<file path="src/nand_host_pkg.sv">
/*
 Package for the parallel flash host controller: bus carriers, command
 codes, states and timing counts.
 Assumes a 250 MHz system clock and an external pull-up on ready/busy.
*/
package nand_host_pkg;
    localparam int DATA_W = 16;
    localparam int PAGE_DEPTH = 64;
    localparam int PAGE_AW = 6;
    localparam logic [7:0] CMD_READ_1 = 8'h00;
    localparam logic [7:0] CMD_READ_2 = 8'h30;
    localparam logic [7:0] CMD_STATUS = 8'h70;
    localparam int STATUS_READY_BIT = 6;
    localparam int CLK_PERIOD_PS = 4000;
    localparam int STROBE_LOW_NS = 20;
    localparam int STROBE_HIGH_NS = 20;
    localparam int BUSY_WAIT_NS = 200;
    localparam int STROBE_LOW_CYC =
        (STROBE_LOW_NS * 1000 + CLK_PERIOD_PS - 1) / CLK_PERIOD_PS;
    localparam int STROBE_HIGH_CYC =
        (STROBE_HIGH_NS * 1000 + CLK_PERIOD_PS - 1) / CLK_PERIOD_PS;
    localparam int BUSY_WAIT_CYC =
        (BUSY_WAIT_NS * 1000 + CLK_PERIOD_PS - 1) / CLK_PERIOD_PS;
    localparam int CNT_W = 8;

    typedef struct packed {
        logic ce_n;
        logic cle;
        logic ale;
        logic we_n;
        logic read_strobe_n;
    } nand_ctrl_t;

    typedef struct packed {
        logic [DATA_W-1:0] dq;
        logic [DATA_W-1:0] dq_oe;
    } nand_dq_t;

    typedef enum logic [3:0] {
        ST_IDLE = 4'h0,
        ST_CMD1 = 4'h1,
        ST_ADDR = 4'h3,
        ST_CMD2 = 4'h2,
        ST_BUSYW = 4'h6,
        ST_READY = 4'h7,
        ST_RDATA = 4'h5,
        ST_DONE = 4'h4,
        ST_STCMD = 4'hC,
        ST_STRD = 4'hD,
        ST_WDATA = 4'hE
    } host_state_t;
endpackage : nand_host_pkg

</file>
<file path="src/nand_data_read_busy_port.sv">
/*
 Host controller for the data, read and ready/busy part of an
 asynchronous parallel flash bus. It issues page reads and single data
 writes, waits on ready/busy or status, and stores fetched words.
 Assumes an external pull-up on the wired ready/busy line.
// Summary of operation
// - Write data with chip select, latches low
// - Data path sized by bus width setting
// - One read strobe pulse per word
// - Detect ready by line or status
// - Any device low means shared busy
// - Latch strobes select command, address, data
*/
`timescale 1ns/1ps
module nand_data_read_busy_port
    import nand_host_pkg::*;
(
    input wire logic clk_i, // 250 MHz clock
    input wire logic rst_n_i, // async reset, active low
    input wire logic wide_i, // 1 = sixteen-bit bus
    input wire logic use_status_i, // poll status instead of line
    input wire logic rd_start_i, // pulse: start page read
    input wire logic [39:0] rd_addr_i, // five address bytes
    input wire logic [PAGE_AW:0] rd_len_i, // words to fetch
    input wire logic wr_start_i, // pulse: write one data word
    input wire logic [DATA_W-1:0] wr_data_i, // data word to write
    input wire logic [PAGE_AW-1:0] buf_raddr_i, // buffer read address
    output logic [DATA_W-1:0] buf_rdata_o, // buffer read data
    output logic busy_o, // operation in progress
    output logic done_o, // pulse: operation finished
    output nand_ctrl_t ctrl_o, // flash control strobes
    output nand_dq_t dq_o, // data lines out and enables
    input wire logic [DATA_W-1:0] dq_i, // data lines in
    input wire logic ready_busy_n_i // wired ready/busy pin
);
    host_state_t state_r, state_nxt;
    nand_ctrl_t ctrl_r, ctrl_nxt;
    nand_dq_t dq_r, dq_nxt;
    logic [CNT_W-1:0] cnt_r, cnt_nxt;
    logic [2:0] idx_r, idx_nxt;
    logic [PAGE_AW:0] words_r, words_nxt;
    logic [39:0] addr_r, addr_nxt;
    logic [DATA_W-1:0] wdata_r, wdata_nxt;
    logic seen_busy_r, seen_busy_nxt;
    logic phase_r, phase_nxt;
    logic [2:0] rb_sync_r;
    logic rb_stable_r;
    logic done_r;
    logic [DATA_W-1:0] dq_s1_r, dq_s2_r, dq_s3_r;
    logic cap_we;
    logic [PAGE_AW-1:0] cap_addr;
    logic [DATA_W-1:0] bus_mask;
    logic cnt_zero;
    logic line_ready;
    logic status_ready;

    // Masking keeps the upper lines low on a byte-wide device.
    assign bus_mask = wide_i ? {DATA_W{1'b1}} : 16'h00FF;
    assign cnt_zero = (cnt_r == '0);
    assign line_ready = rb_stable_r;
    assign status_ready = dq_s3_r[STATUS_READY_BIT];
    assign cap_we = (state_r == ST_RDATA) && phase_r && cnt_zero;
    assign cap_addr = words_r[PAGE_AW-1:0];
    assign busy_o = (state_r != ST_IDLE);
    assign done_o = done_r;
    assign ctrl_o = ctrl_r;
    assign dq_o = dq_r;

    // Ready/busy is a pin: the second and third stages must agree.
    always_ff @(posedge clk_i or negedge rst_n_i)
    begin
        if (!rst_n_i)
        begin
            rb_sync_r <= 3'h7;
            rb_stable_r <= 1'b1;
            dq_s1_r <= '0;
            dq_s2_r <= '0;
            dq_s3_r <= '0;
        end
        else
        begin
            rb_sync_r <= {rb_sync_r[1:0], ready_busy_n_i};
            if (rb_sync_r[2] == rb_sync_r[1])
            begin
                rb_stable_r <= rb_sync_r[2];
            end
            dq_s1_r <= dq_i;
            dq_s2_r <= dq_s1_r;
            dq_s3_r <= dq_s2_r;
        end
    end

    always_comb
    begin
        state_nxt = state_r;
        ctrl_nxt = ctrl_r;
        dq_nxt = dq_r;
        cnt_nxt = cnt_zero ? cnt_r : cnt_r - 8'h01;
        idx_nxt = idx_r;
        words_nxt = words_r;
        addr_nxt = addr_r;
        wdata_nxt = wdata_r;
        seen_busy_nxt = seen_busy_r;
        phase_nxt = phase_r;
        case (state_r)
            ST_IDLE:
            begin
                ctrl_nxt = '{ce_n: 1'b1, cle: 1'b0, ale: 1'b0,
                             we_n: 1'b1, read_strobe_n: 1'b1};
                // Idle lines are cleared so no stale upper lane survives.
                dq_nxt = '0;
                phase_nxt = 1'b0;
                // New cycles only start with the shared line ready.
                if (rd_start_i && line_ready)
                begin
                    addr_nxt = rd_addr_i;
                    words_nxt = '0;
                    idx_nxt = '0;
                    state_nxt = ST_CMD1;
                end
                else if (wr_start_i && line_ready)
                begin
                    wdata_nxt = wr_data_i;
                    state_nxt = ST_WDATA;
                end
            end
            ST_CMD1, ST_CMD2, ST_ADDR, ST_STCMD, ST_WDATA:
            begin
                // Each write cycle: strobe low, drive, then rising edge.
                if (cnt_zero && !phase_r)
                begin
                    ctrl_nxt.ce_n = 1'b0;
                    ctrl_nxt.we_n = 1'b0;
                    ctrl_nxt.cle = (state_r == ST_CMD1) ||
                        (state_r == ST_CMD2) || (state_r == ST_STCMD);
                    ctrl_nxt.ale = (state_r == ST_ADDR);
                    dq_nxt.dq_oe = bus_mask;
                    if (state_r == ST_WDATA)
                    begin
                        dq_nxt.dq = wdata_r & bus_mask;
                    end
                    else if (state_r == ST_ADDR)
                    begin
                        dq_nxt.dq = {8'h00, addr_r[8*idx_r +: 8]};
                    end
                    else if (state_r == ST_CMD1)
                    begin
                        dq_nxt.dq = {8'h00, CMD_READ_1};
                    end
                    else if (state_r == ST_CMD2)
                    begin
                        dq_nxt.dq = {8'h00, CMD_READ_2};
                    end
                    else
                    begin
                        dq_nxt.dq = {8'h00, CMD_STATUS};
                    end
                    cnt_nxt = CNT_W'(STROBE_LOW_CYC - 1);
                    phase_nxt = 1'b1;
                end
                else if (cnt_zero && phase_r)
                begin
                    // Rising edge latches; on CMD2 the array read begins.
                    ctrl_nxt.we_n = 1'b1;
                    cnt_nxt = CNT_W'(STROBE_HIGH_CYC - 1);
                    phase_nxt = 1'b0;
                    seen_busy_nxt = 1'b0;
                    case (state_r)
                        ST_CMD1: state_nxt = ST_ADDR;
                        ST_ADDR:
                        begin
                            idx_nxt = idx_r + 3'h1;
                            if (idx_r == 3'h4)
                            begin
                                state_nxt = ST_CMD2;
                            end
                        end
                        ST_CMD2: state_nxt = ST_BUSYW;
                        ST_STCMD: state_nxt = ST_STRD;
                        default: state_nxt = ST_DONE;
                    endcase
                    if (state_r == ST_CMD2)
                    begin
                        cnt_nxt = CNT_W'(BUSY_WAIT_CYC - 1);
                    end
                end
            end
            ST_BUSYW:
            begin
                dq_nxt.dq_oe = '0;
                ctrl_nxt.cle = 1'b0;
                ctrl_nxt.ale = 1'b0;
                // Array read time ends when the line is back high.
                if (!line_ready)
                begin
                    seen_busy_nxt = 1'b1;
                end
                if (use_status_i && cnt_zero)
                begin
                    state_nxt = ST_STCMD;
                end
                else if (seen_busy_r && line_ready)
                begin
                    state_nxt = ST_READY;
                end
                else if (cnt_zero && !seen_busy_r && line_ready)
                begin
                    // No busy seen in the window: too short to sample.
                    state_nxt = ST_READY;
                end
            end
            ST_STRD:
            begin
                // Status byte is fetched with one read strobe pulse.
                dq_nxt.dq_oe = '0;
                ctrl_nxt.cle = 1'b0;
                if (cnt_zero && !phase_r)
                begin
                    ctrl_nxt.read_strobe_n = 1'b0;
                    cnt_nxt = CNT_W'(STROBE_LOW_CYC + 2);
                    phase_nxt = 1'b1;
                end
                else if (cnt_zero && phase_r)
                begin
                    ctrl_nxt.read_strobe_n = 1'b1;
                    cnt_nxt = CNT_W'(STROBE_HIGH_CYC - 1);
                    phase_nxt = 1'b0;
                    state_nxt = status_ready ? ST_READY : ST_STCMD;
                end
            end
            ST_READY:
            begin
                // The device leaves status output at its ready report,
                // so data fetching goes on without a fresh command.
                state_nxt = ST_RDATA;
            end
            ST_RDATA:
            begin
                if (words_r == rd_len_i)
                begin
                    state_nxt = ST_DONE;
                end
                else if (cnt_zero && !phase_r)
                begin
                    ctrl_nxt.read_strobe_n = 1'b0;
                    cnt_nxt = CNT_W'(STROBE_LOW_CYC + 2);
                    phase_nxt = 1'b1;
                end
                else if (cnt_zero && phase_r)
                begin
                    ctrl_nxt.read_strobe_n = 1'b1;
                    cnt_nxt = CNT_W'(STROBE_HIGH_CYC - 1);
                    phase_nxt = 1'b0;
                    words_nxt = words_r + 1'b1;
                end
            end
            ST_DONE:
            begin
                ctrl_nxt.ce_n = 1'b1;
                dq_nxt.dq_oe = '0;
                state_nxt = ST_IDLE;
            end
            default:
            begin
                state_nxt = ST_IDLE;
            end
        endcase
    end

    always_ff @(posedge clk_i or negedge rst_n_i)
    begin
        if (!rst_n_i)
        begin
            state_r <= ST_IDLE;
            ctrl_r <= '{ce_n: 1'b1, cle: 1'b0, ale: 1'b0,
                        we_n: 1'b1, read_strobe_n: 1'b1};
            dq_r <= '0;
            cnt_r <= '0;
            idx_r <= '0;
            words_r <= '0;
            addr_r <= '0;
            wdata_r <= '0;
            seen_busy_r <= 1'b0;
            phase_r <= 1'b0;
            done_r <= 1'b0;
        end
        else
        begin
            state_r <= state_nxt;
            ctrl_r <= ctrl_nxt;
            dq_r <= dq_nxt;
            cnt_r <= cnt_nxt;
            idx_r <= idx_nxt;
            words_r <= words_nxt;
            addr_r <= addr_nxt;
            wdata_r <= wdata_nxt;
            seen_busy_r <= seen_busy_nxt;
            phase_r <= phase_nxt;
            done_r <= (state_r == ST_DONE);
        end
    end

    // Word is taken just before the strobe rises, after sync delay.
    page_mem u_mem (
        .clk_i(clk_i),
        .we_i(cap_we),
        .waddr_i(cap_addr),
        .wdata_i(dq_s3_r & bus_mask),
        .raddr_i(buf_raddr_i),
        .rdata_o(buf_rdata_o)
    );
endmodule : nand_data_read_busy_port

</file>
<file path="src/page_mem.sv">
/*
 Small page buffer for words fetched from the flash.
 Assumes one writer and one reader on the same clock.
*/
`timescale 1ns/1ps
module page_mem
    import nand_host_pkg::*;
(
    input wire logic clk_i, // system clock
    input wire logic we_i, // write enable
    input wire logic [PAGE_AW-1:0] waddr_i, // write address
    input wire logic [DATA_W-1:0] wdata_i, // write data
    input wire logic [PAGE_AW-1:0] raddr_i, // read address
    output logic [DATA_W-1:0] rdata_o // registered read data
);
    logic [DATA_W-1:0] mem [PAGE_DEPTH];

    always_ff @(posedge clk_i)
    begin
        if (we_i)
        begin
            mem[waddr_i] <= wdata_i;
        end
        rdata_o <= mem[raddr_i];
    end
endmodule : page_mem

</file>
<file path="config.mk">
export PLATFORM = sky130hd
export DESIGN_NAME = nand_data_read_busy_port
export DESIGN_NICKNAME = d
export VERILOG_FILES = /design/src/nand_host_pkg.sv /design/src/nand_data_read_busy_port.sv /design/src/page_mem.sv
export SDC_FILE = /design/constraint.sdc
export NUM_CORES = 1
export LEC_CHECK = 0
export BUFFER_PORTS_ARGS = -buffer_cell sky130_fd_sc_hd__buf_2
export CAP_MARGIN = 20
export CORE_ASPECT_RATIO = 1.75
export CORE_UTILIZATION = 35
export DETAILED_ROUTE_END_ITERATION = 12
export GPL_ROUTABILITY_DRIVEN = 0
export GPL_TIMING_DRIVEN = 0
export PLACE_DENSITY_LB_ADDON = 0.3
export SLEW_MARGIN = 20
export SYNTH_ARGS = -nofsm -noshare
export SYNTH_HDL_FRONTEND = slang
export SYNTH_HIERARCHICAL = 1
export SYNTH_SLANG_ARGS = --single-unit
</file>
<file path="constraint.sdc">
create_clock -name clk_i -period 4.5 [get_ports clk_i]
set_input_delay 0.675 -clock clk_i [delete_from_list [all_inputs] [get_ports clk_i]]
set_output_delay 0.675 -clock clk_i [all_outputs]
set_load 0.01 [all_outputs]
</file>
# Yosys cells after proc, flatten, opt, wreduce, memory -nomap -nowiden
# Memory sizes are Yosys's and may differ from the RTL's. A register that Yosys moved wholly into a read port is not among the register bits.
# Index checks and enable logic that the tools add are counted.
dict set report totals {
  reg_bits 170
  ram_bits 1024
  in_bits 92
  out_inout_bits 55
  wordCells 165
  memories 1
}
dict set report classes {
  n_addsub 3
  n_eq_ne 29
  n_shift 1
  n_mux 61
  bitwise_logic 3
  reduce_logical 46
}
# memory words word_bits rd rd_ports_with_merged_regs write_ports line_no
set mem_list {}
lappend mem_list {u_mem.mem 64 16 1 1 1 page_mem.sv:16} ;# logic [DATA_W-1:0] mem [PAGE_DEPTH];
# operator count
set op_table {}
lappend op_table {{16-bit one-hot mux with 2 select lines} 2}
lappend op_table {{8-bit 2-to-1 mux} 7}
lappend op_table {{4-bit 2-to-1 mux} 12}
lappend op_table {{7-bit 2-to-1 mux} 6}
lappend op_table {{40-bit by 7-bit indexed part select with 8-bit output} 1}
lappend op_table {{16-bit AND} 2}
lappend op_table {{16-bit 2-to-1 mux} 2}
lappend op_table {{32-bit 2-to-1 mux} 1}
lappend op_table {{4-bit one-hot mux with 6 select lines} 1}
lappend op_table {{8-bit one-hot mux with 3 select lines} 1}
lappend op_table {{2-bit != test (second input constant)} 10}
lappend op_table {{2-bit AND reduction} 9}
lappend op_table {{4-bit by 3-bit equality test with 1-bit output (second input constant)} 4}
lappend op_table {{4-bit one-hot mux with 4 select lines} 1}
lappend op_table {{3-bit 2-to-1 mux} 5}
lappend op_table {{7-bit one-hot mux with 2 select lines} 1}
lappend op_table {{2-bit nonzero test} 7}
lappend op_table {{1-bit 2-to-1 mux} 13}
lappend op_table {{4-bit equality test (second input constant)} 3}
lappend op_table {{1-bit logical AND} 10}
lappend op_table {{1-bit one-hot mux with 2 select lines} 5}
lappend op_table {{5-bit AND reduction} 2}
lappend op_table {{3-bit != test (second input constant)} 3}
lappend op_table {{4-bit by 2-bit equality test with 1-bit output (second input constant)} 2}
lappend op_table {{27 further kinds} 33}

# Depth between registers and ports, before layout
# Gate-level depths: netlist of the first run.
dict set report depth {
  ltp_word 7
  mapped_depth 13
  mapped_depth_nobuf 11
}

# Hierarchy
# The synthesis of the first run kept the hierarchy.
# mod instances cells_each area_per_inst_um2 seq_area_each_um2
set modules_own_cells {}
lappend modules_own_cells {page_mem 1 1820 39978.3 31069.8}
lappend modules_own_cells {nand_data_read_busy_port 1 645 6837.8 3912.5}

# Worst setup path after synthesis of the first run
# No wires, ideal clock.
dict set report synth_path {
  path_type {reg-to-reg}
  startpoint {register cnt_r[0]}
  endpoint {memory u_mem.mem[27][0] (enable)}
  setup_ns 0.388
  arrival_ns 2.852
  required_time_ns 4.112
  slack_ns 1.260
  stages_incl_launch_ff 11
  n_path_buf 2
  synth_period_minus_slack_ns 3.240
  cell_sequence {dfrtp_1 > inv_1 > ha_1 > nor4b_1 > nand2_1 > nor3_1 > clkbuf_1 > inv_1 > or2_2 > clkbuf_1 > nor2_1}
}
dict set report synth_between {
  elab_chain_len 4
}
# item line_no
set synth_lines {}
lappend synth_lines {{start: declaration} nand_data_read_busy_port.sv:39} ;# logic [CNT_W-1:0] cnt_r, cnt_nxt;
lappend synth_lines {{start signal: assignment} nand_data_read_busy_port.sv:292} ;# cnt_r <= cnt_nxt;
lappend synth_lines {{8-bit zero test} nand_data_read_busy_port.sv:59} ;# assign cnt_zero = (cnt_r == '0);
lappend synth_lines {{1-bit logical AND} nand_data_read_busy_port.sv:62} ;# assign cap_we = (state_r == ST_RDATA) && phase_r && cnt_zero;
lappend synth_lines {{via cap_we} nand_data_read_busy_port.sv:50} ;# logic cap_we;
lappend synth_lines {{1-bit 2-to-1 mux} page_mem.sv:20} ;# if (we_i)
lappend synth_lines {{1-bit 2-to-1 mux (not written as such)} page_mem.sv:22} ;# mem[waddr_i] <= wdata_i;
lappend synth_lines {{end: declaration} page_mem.sv:16}
# The timed path passes the listed nets, and every way through them passes these cells.

# Final worst setup path of the first run
dict set report layout_path {
  startpoint {register cnt_r[0]}
  endpoint {memory u_mem.mem[51][6] (enable)}
}
# The elaborated chain is that of the path after synthesis.

==> results of run 1 <==
[kinds of logic (layout without fill, tap and decap cells)]
kind of cell | after synthesis | after routing
flops | 1196 | 1196
simple gates | 452 | 452
buf+inv | 180 | 597
compound gates | 257 | 257
xor+xnor | 15 | 15
mux | 358 | 358
other cells | 0 | 1
fa+ha+maj | 7 | 7
[final timing paths]
kind                                       from                          to  slack [ns]  cells past startpoint
max                          cnt_r[0]$_DFF_PN0_  u_mem/mem[51][6]$_DFFE_PP_        0.40                     10
min                                    dq_i[13]       dq_s1_r[13]$_DFF_PN0_        0.06                      1
max reg2reg                  cnt_r[0]$_DFF_PN0_  u_mem/mem[51][6]$_DFFE_PP_        0.40                     10
min reg2reg                dq_s1_r[1]$_DFF_PN0_        dq_s2_r[1]$_DFF_PN0_        0.34                      0
max in group asynchronous               rst_n_i        dq_s3_r[5]$_DFF_PN0_        3.14                      3
min in group asynchronous               rst_n_i     wdata_r[12]$_DFFE_PN0P_        0.48                      2
[through the flow]
stage | hold slack, ns | setup TNS (ns) | cell area (µm²) | std cells | power [mW]
floorplan | 0.331 | 0 | 46800 | 2465 | 14.6
global placement | 0.334 | -91.02 | 49700 | 4308 | 15.6
detailed placement | 0.335 | 0 | 50900 | 4376 | 15.7
CTS | 0.000189 | 0 | 54600 | 4582 | 25.2
global route | 0.0264 | 0 | 54600 | 4583 | 25.9
finish | 0.0610 | 0 | 54600 | 4583 | 25.1
[state kept, by name, summed over array words and instances (netlist names), 7 cells and up]
signal and cells:
addr_r 40, cnt_r 8, dq_o 18, dq_s1_r 16, dq_s2_r 16, dq_s3_r 16
u_mem/mem 1024, u_mem/rdata_o 16, wdata_r 16, words_r 7
[timing repair]
action,CTS,global route
hold buffers,6,0
endpoints found under the setup margin,0,9
buffers inserted,0,0
resized for setup,0,2
endpoints found under the hold margin,65,0
[area by class of cell]
type	count	area [µm²]
fillers	11765	78300
flip-flops and latches	1196	35000
multi-input cells	1089	11000
clock buffers	127	2810
well taps	1700	2130
repair buffers	217	1740
plain buffers	154	957
clock inverters	73	837
inverters	26	97.6
diodes	1	2.50
[routing by layer]
metal,vias up,global-route usage [%],wire length (µm),share of wire (%)
met2,935,35.0,69100,54
met4,2,11.9,8320,6.5
li1,10546,-,-,-
met3,256,2.76,6230,4.9
met5,-,0,13,0.010
met1,13031,20.2,43900,34
[synthesized netlist by cell type, types with 4 or more instances]
cell	n	area (µm²)
buf_6	14	158
nand2_1	163	612
clkbuf_1	64	240
buf_2	33	165
o211ai_1	5	37.5
mux4_2	229	5160
mux2i_1	97	971
mux2_1	10	113
dfrtp_1	149	3730
inv_1	24	90.1
a211o_1	10	87.6
nand2b_1	4	25.0
or2_2	6	37.5
nor2_1	101	379
o21ai_0	29	145
o22ai_1	7	43.8
nand4_1	10	62.6
a22oi_1	69	518
and4_1	11	96.3
dfstp_2	7	184
and3_1	6	37.5
edfxtp_1	1024	30700
a22o_1	6	52.6
buf_4	33	248
nand3_1	58	290
xnor2_1	12	105
a211oi_1	21	158
a31oi_1	12	75.1
nor4_1	6	37.5
and2_1	13	81.3
nor2b_1	34	213
a21oi_1	33	165
or3_1	4	25.0
nand3b_1	6	45.0
buf_12	6	120
dfxtp_1	16	320
a221oi_1	23	201
nor3_1	13	65.1
a311oi_1	13	114
mux2_2	20	225
ha_1	6	75.1
[cells in the final DEF, fill, tap and decap left out, types with 58 or more instances in the layout]
master	instances
buf_6	58
clkbuf_16	108
nand3_1	58
a22oi_1	69
dfrtp_1	141
mux2i_1	97
buf_2	175
nand2_1	163
clkbuf_1	79
edfxtp_1	1024
mux4_2	229
[power breakdown]
part	leakage, nW	switching [mW]	internal, mW
logic	5.25	1.75	1.07
clock network	1.77	4.09	5.45
registers	10.9	0.279	12.4
==> impl_metrics.env, run 1 <==
export IMPL_critical_path_class="register to register"
export IMPL_core_region_area_mm2=0.133
export IMPL_clk_insertion_delay_late_ns=0.72
export IMPL_cp_buffers_inverters=4
export IMPL_synth_seq_cells=1196
export IMPL_clock_skew_final_ns=0.0380
export IMPL_gr_total_overflow=0
export IMPL_tritoncts="done"
export IMPL_relSlewSlack_pct=20.0
export IMPL_vdd_drop_max_mv=0.291
export IMPL_finalWirelength_um=128000
export IMPL_grt_total_usage_pct=19.0
export IMPL_critPathRequiredTime_ns=4.85
export IMPL_drcViolationCount=0
export IMPL_die_area_mm2=0.135
export IMPL_finalCritPeriodShare_pct=91.2
export IMPL_cap_violations=0
export IMPL_crit_slowest_cell="nor2_4"
export IMPL_setup_ws_ns=0.396
export IMPL_worst_pin_slew_ns=1.20
export IMPL_dr_pass1_iters=5
export IMPL_cts_sinks=1196
export IMPL_grt_pass1_wl_um=184000
export IMPL_worstPathArrival_ns=4.45
export IMPL_path_cells="inv_1, ha_1, nor4b_1, nand2_1, nor3_2, clkbuf_1, inv_1, or2_2, clkbuf_1, nor2_4"
export IMPL_areaGrowthSynthToFinish_pct=16.6
export IMPL_antenna_found_initial=2
export IMPL_final_setup_viol_count=0
export IMPL_initial_core_util_pct=35.2
export IMPL_preCtsSetupSlack_ns=0.287
export IMPL_drtIter0Drc=2193
export IMPL_io_pins=147
export IMPL_finalMaxSlewViolations=0
export IMPL_path_delay_family="simple AND/OR/NAND/NOR gates"
export IMPL_ys_warn_count=6
export IMPL_port_buffers=143
export IMPL_synthMuxAreaShare_pct=13.9
export IMPL_seq_area_frac_synth_pct=74.7
export IMPL_synth_compound_area_share_pct=3.97
export IMPL_start_kind="register"
export IMPL_rows=177
export IMPL_synth_edf_count=1024
export IMPL_fmax_ghz=0.244
export IMPL_clk_path_buf_depth=3
export IMPL_hpwl_um=89500
export IMPL_status="complete, no violations"
export IMPL_netlist_instances=2465
export IMPL_min_path_type="input pin to register"
export IMPL_rsz0062_at_grt="no"
export IMPL_fin_nets=2889
export IMPL_avgSynthCellArea_um2=19.0
export IMPL_synthArstFlopShare_pct=13.0
export IMPL_max_stage_delay_ns=0.70
export IMPL_synthesis_area_mm2=0.0468
export IMPL_cellPowerDensity_mw_per_mm2=459
export IMPL_synth_top_family_by_area="multiplexers"
export IMPL_cp_end_kind="register"
export IMPL_hold_viol=0
export IMPL_root_buffer="clkbuf_16"
export IMPL_clkTransAtPathRegs_ns=0.06
export IMPL_fin_crit_ns=4.10
export IMPL_grt_max_degree=97
export IMPL_drive_above_1_share_pct=28.3
export IMPL_synth_distinct_cells=82
export IMPL_synthSimpleGateAreaFrac_pct=4.67
export IMPL_cp_max_fo=16
export IMPL_final_util_pct=41.1
export IMPL_synth_fa_ha_area_share_pct=0.182
export IMPL_p_leak_nw=17.9
export IMPL_htree_num_levels=3
export IMPL_synth_top_flop_cell="edfxtp_1"
export IMPL_grt_pass1_vias=26134
export IMPL_numCtsBuffers=107
export IMPL_vias=24770
export IMPL_wire_per_inst_um=27.8
export IMPL_ant_nets=0
export IMPL_die_w_um=278
export IMPL_die_h_um=486
export IMPL_routed_via_density=5.40
export IMPL_syn_nets=2563
export IMPL_synthXorXnorAreaFrac_pct=0.281
Note: power is estimated with default switching activity, not from simulation.
==> run 2: changes to the inputs <==
- CORE_MARGIN: default -> 8
- PLACE_DENSITY: default -> 0.55
- PLACE_DENSITY_LB_ADDON: 0.3 -> default
==> run 2 against run 1 <==
Sequential share of layout area rose by 0.18 points. Via count down 0.76%. Combinational power hardly changed. Sequential power hardly changed. Flip-flop and latch count unchanged.
==> impl_metrics.env, run 2 (synthesis results as in run 1) <==
export IMPL_status="complete, no violations"
export IMPL_final_common_cell="edfxtp_1"
export IMPL_grt_pass1_vias=26442
export IMPL_r2r_setup_slack_ns=0.36
export IMPL_grt_max_degree=93
export IMPL_io_pins=147
export IMPL_worst_pin_slew_ns=1.08
export IMPL_fin_nets=2887
export IMPL_internal_power_mw=18.6
export IMPL_power_frac_clock_pct=37.3
export IMPL_combPwrFrac_pct=11.4
export IMPL_vias=24582
export IMPL_clk_path_buf_depth=3
export IMPL_setup_ws_ns=0.364
export IMPL_switching_share_pct=24.8
export IMPL_dp_cells=4371
export IMPL_initial_core_util_pct=35.2
export IMPL_rsz0062_at_grt="no"
export IMPL_gr_total_overflow=0
export IMPL_die_area_mm2=0.146
export IMPL_hold_viol=0
export IMPL_fmax_ghz=0.242
export IMPL_wl_met2_um=69600
export IMPL_p_seq_share_pct=51.3
export IMPL_reg2reg_depth=11
export IMPL_layout_common_cells="1,024 x edfxtp_1, 229 x mux4_2, 175 x buf_2"
export IMPL_placed_area_mm2=0.0508
export IMPL_preCtsSetupSlack_ns=0.245
export IMPL_cts_setup_buffers=0
export IMPL_htree_num_levels=3
export IMPL_dr_wl_met3_um=5600
export IMPL_core_region_area_mm2=0.133
export IMPL_min_path_type="input pin to register"
export IMPL_largest_reg_flops=1024
export IMPL_drcViolationCount=0
export IMPL_cap_violations=0
export IMPL_vdd_drop_max_mv=0.385
export IMPL_grt_pass1_wl_um=186000
export IMPL_final_setup_tns_ns=0
export IMPL_critPathRequiredTime_ns=4.92
export IMPL_antenna_found_initial=9
export IMPL_top_layer="met5"
export IMPL_rows=177
export IMPL_wire_per_inst_um=28.1
export IMPL_wl_met1_um=45700
export IMPL_port_buffers=143
export IMPL_finalCritPeriodShare_pct=91.9
export IMPL_path_cells="inv_1, ha_1, nor4b_1, nand2_1, nor3_2, clkbuf_1, inv_1, or2_2, clkbuf_1, nor2_2, buf_6"
export IMPL_finalMaxSlewViolations=0
export IMPL_clk_insertion_delay_late_ns=0.74
export IMPL_clock_skew_final_ns=0.0434
export IMPL_cp_max_fo=10
export IMPL_drive_above_1_share_pct=28.0
export IMPL_worstPathArrival_ns=4.56
export IMPL_root_buffer="clkbuf_16"
export IMPL_postLayoutCellArea_mm2=0.0544
export IMPL_fin_crit_ns=4.14
export IMPL_final_setup_viol_count=0
export IMPL_clkTransAtPathRegs_ns=0.07
export IMPL_start_kind="register"
export IMPL_path_delay_family="simple AND/OR/NAND/NOR gates"
export IMPL_routed_via_density=5.36
export IMPL_crit_slowest_cell="nor2_2"
export IMPL_timing_rr_end="u_mem/mem[59][1]$_DFFE_PP_"
export IMPL_cp_buffers_inverters=5
export IMPL_tritoncts="done"
export IMPL_p_leak_nw=17.9
export IMPL_die_h_um=500
export IMPL_finalWirelength_um=129000
export IMPL_crit_end="u_mem/mem[59][1]$_DFFE_PP_"
export IMPL_max_stage_delay_ns=0.50
export IMPL_grt_total_usage_pct=17.5
export IMPL_largest_register="u_mem/mem"
export IMPL_reg2reg_from="cnt_r[0]$_DFF_PN0_"
export IMPL_worstSetupStartpoint="cnt_r[0]$_DFF_PN0_"
export IMPL_hpwl_um=90200
export IMPL_cts_sinks=1196
export IMPL_die_w_um=292
export IMPL_p_sw_mw=6.13
export IMPL_cellPowerDensity_mw_per_mm2=454
export IMPL_cp_end_kind="register"
export IMPL_cp_depth=11
export IMPL_drtIter0Drc=2111
export IMPL_ant_nets=0
export IMPL_relSlewSlack_pct=28.1
export IMPL_instances_no_fill=4589
export IMPL_fillers=11877
export IMPL_areaGrowthSynthToFinish_pct=16.3
export IMPL_dr_pass1_iters=5
export IMPL_critical_path_class="register to register"
export IMPL_numCtsBuffers=109
==> run 2: worst min path at each step <==
stage,from,end,slack (ns),cells past startpoint
global placement,dq_s2_r[10]$_DFF_PN0_,dq_s3_r[10]$_DFF_PN0_,0.33,0
global route,dq_i[1],dq_s1_r[1]$_DFF_PN0_,0.03,1
detailed placement,dq_s1_r[6]$_DFF_PN0_,dq_s2_r[6]$_DFF_PN0_,0.33,0
CTS,dq_i[6],dq_s1_r[6]$_DFF_PN0_,0.0009,1
floorplan,dq_s1_r[0]$_DFF_PN0_,dq_s2_r[0]$_DFF_PN0_,0.33,0
finish,dq_i[6],dq_s1_r[6]$_DFF_PN0_,0.06,1
==> run 2: final cells by class <==
type / instances / area [µm²] / area share (%)
antenna: 4 / 10.0 / 0.0184
buffer: 154 / 957 / 1.76
clock buffer: 147 / 2970 / 5.45
clock inverter: 60 / 552 / 1.01
inverter: 26 / 97.6 / 0.179
multi-input combinational: 1089 / 11000 / 20.3
sequential: 1196 / 35000 / 64.3
tap: 1700 / 2130 / 3.91
timing repair buffer: 213 / 1690 / 3.10
==> run 2: per-layer routing <==
| layer | vias to the layer above | GRT usage, % |
|---|---|---|
| met4 | 8 | 9.95 |
| met5 | - | 0 |
| met1 | 12973 | 18.6 |
| li1 | 10553 | - |
| met3 | 237 | 2.60 |
| met2 | 811 | 32.6 |
==> run 2: what timing repair did <==
item / CTS / global route
hold buffers: 7 / 0
resized for setup: 0 / 3
setup endpoints to repair: 0 / 23
hold endpoints to repair: 70 / 0
==> run 2: power by group through the flow <==
stage | sequential (mW) | combinational [mW] | clock [mW]
floorplan | 12.9 | 1.78 | 0
global placement | 13.0 | 2.64 | 0
detailed placement | 12.9 | 2.80 | 0
CTS | 12.7 | 2.82 | 9.43
global route | 12.7 | 3.04 | 9.81
finish | 12.7 | 2.82 | 9.22
==> run 2: metrics by stage <==
stage	util [%]	hold WS, ns	power (mW)
2_1_floorplan	-	0.331	14.6
3_3_place_gp	37.4	0.333	15.6
3_5_place_dp	38.2	0.335	15.7
4_1_cts	41.0	0.000858	24.9
5_1_grt	41.0	0.0256	25.6
6_report	41.0	0.0618	24.7
==> run 2: worst reg2reg max path: stages (launching register included) <==
cell and delay [ns]:
dfrtp_1 0.40, inv_1 0.13, ha_1 0.29, nor4b_1 0.39
nand2_1 0.26, nor3_2 0.38, clkbuf_1 0.33, inv_1 0.16
or2_2 0.34, clkbuf_1 0.36, nor2_2 0.51, buf_6 0.26
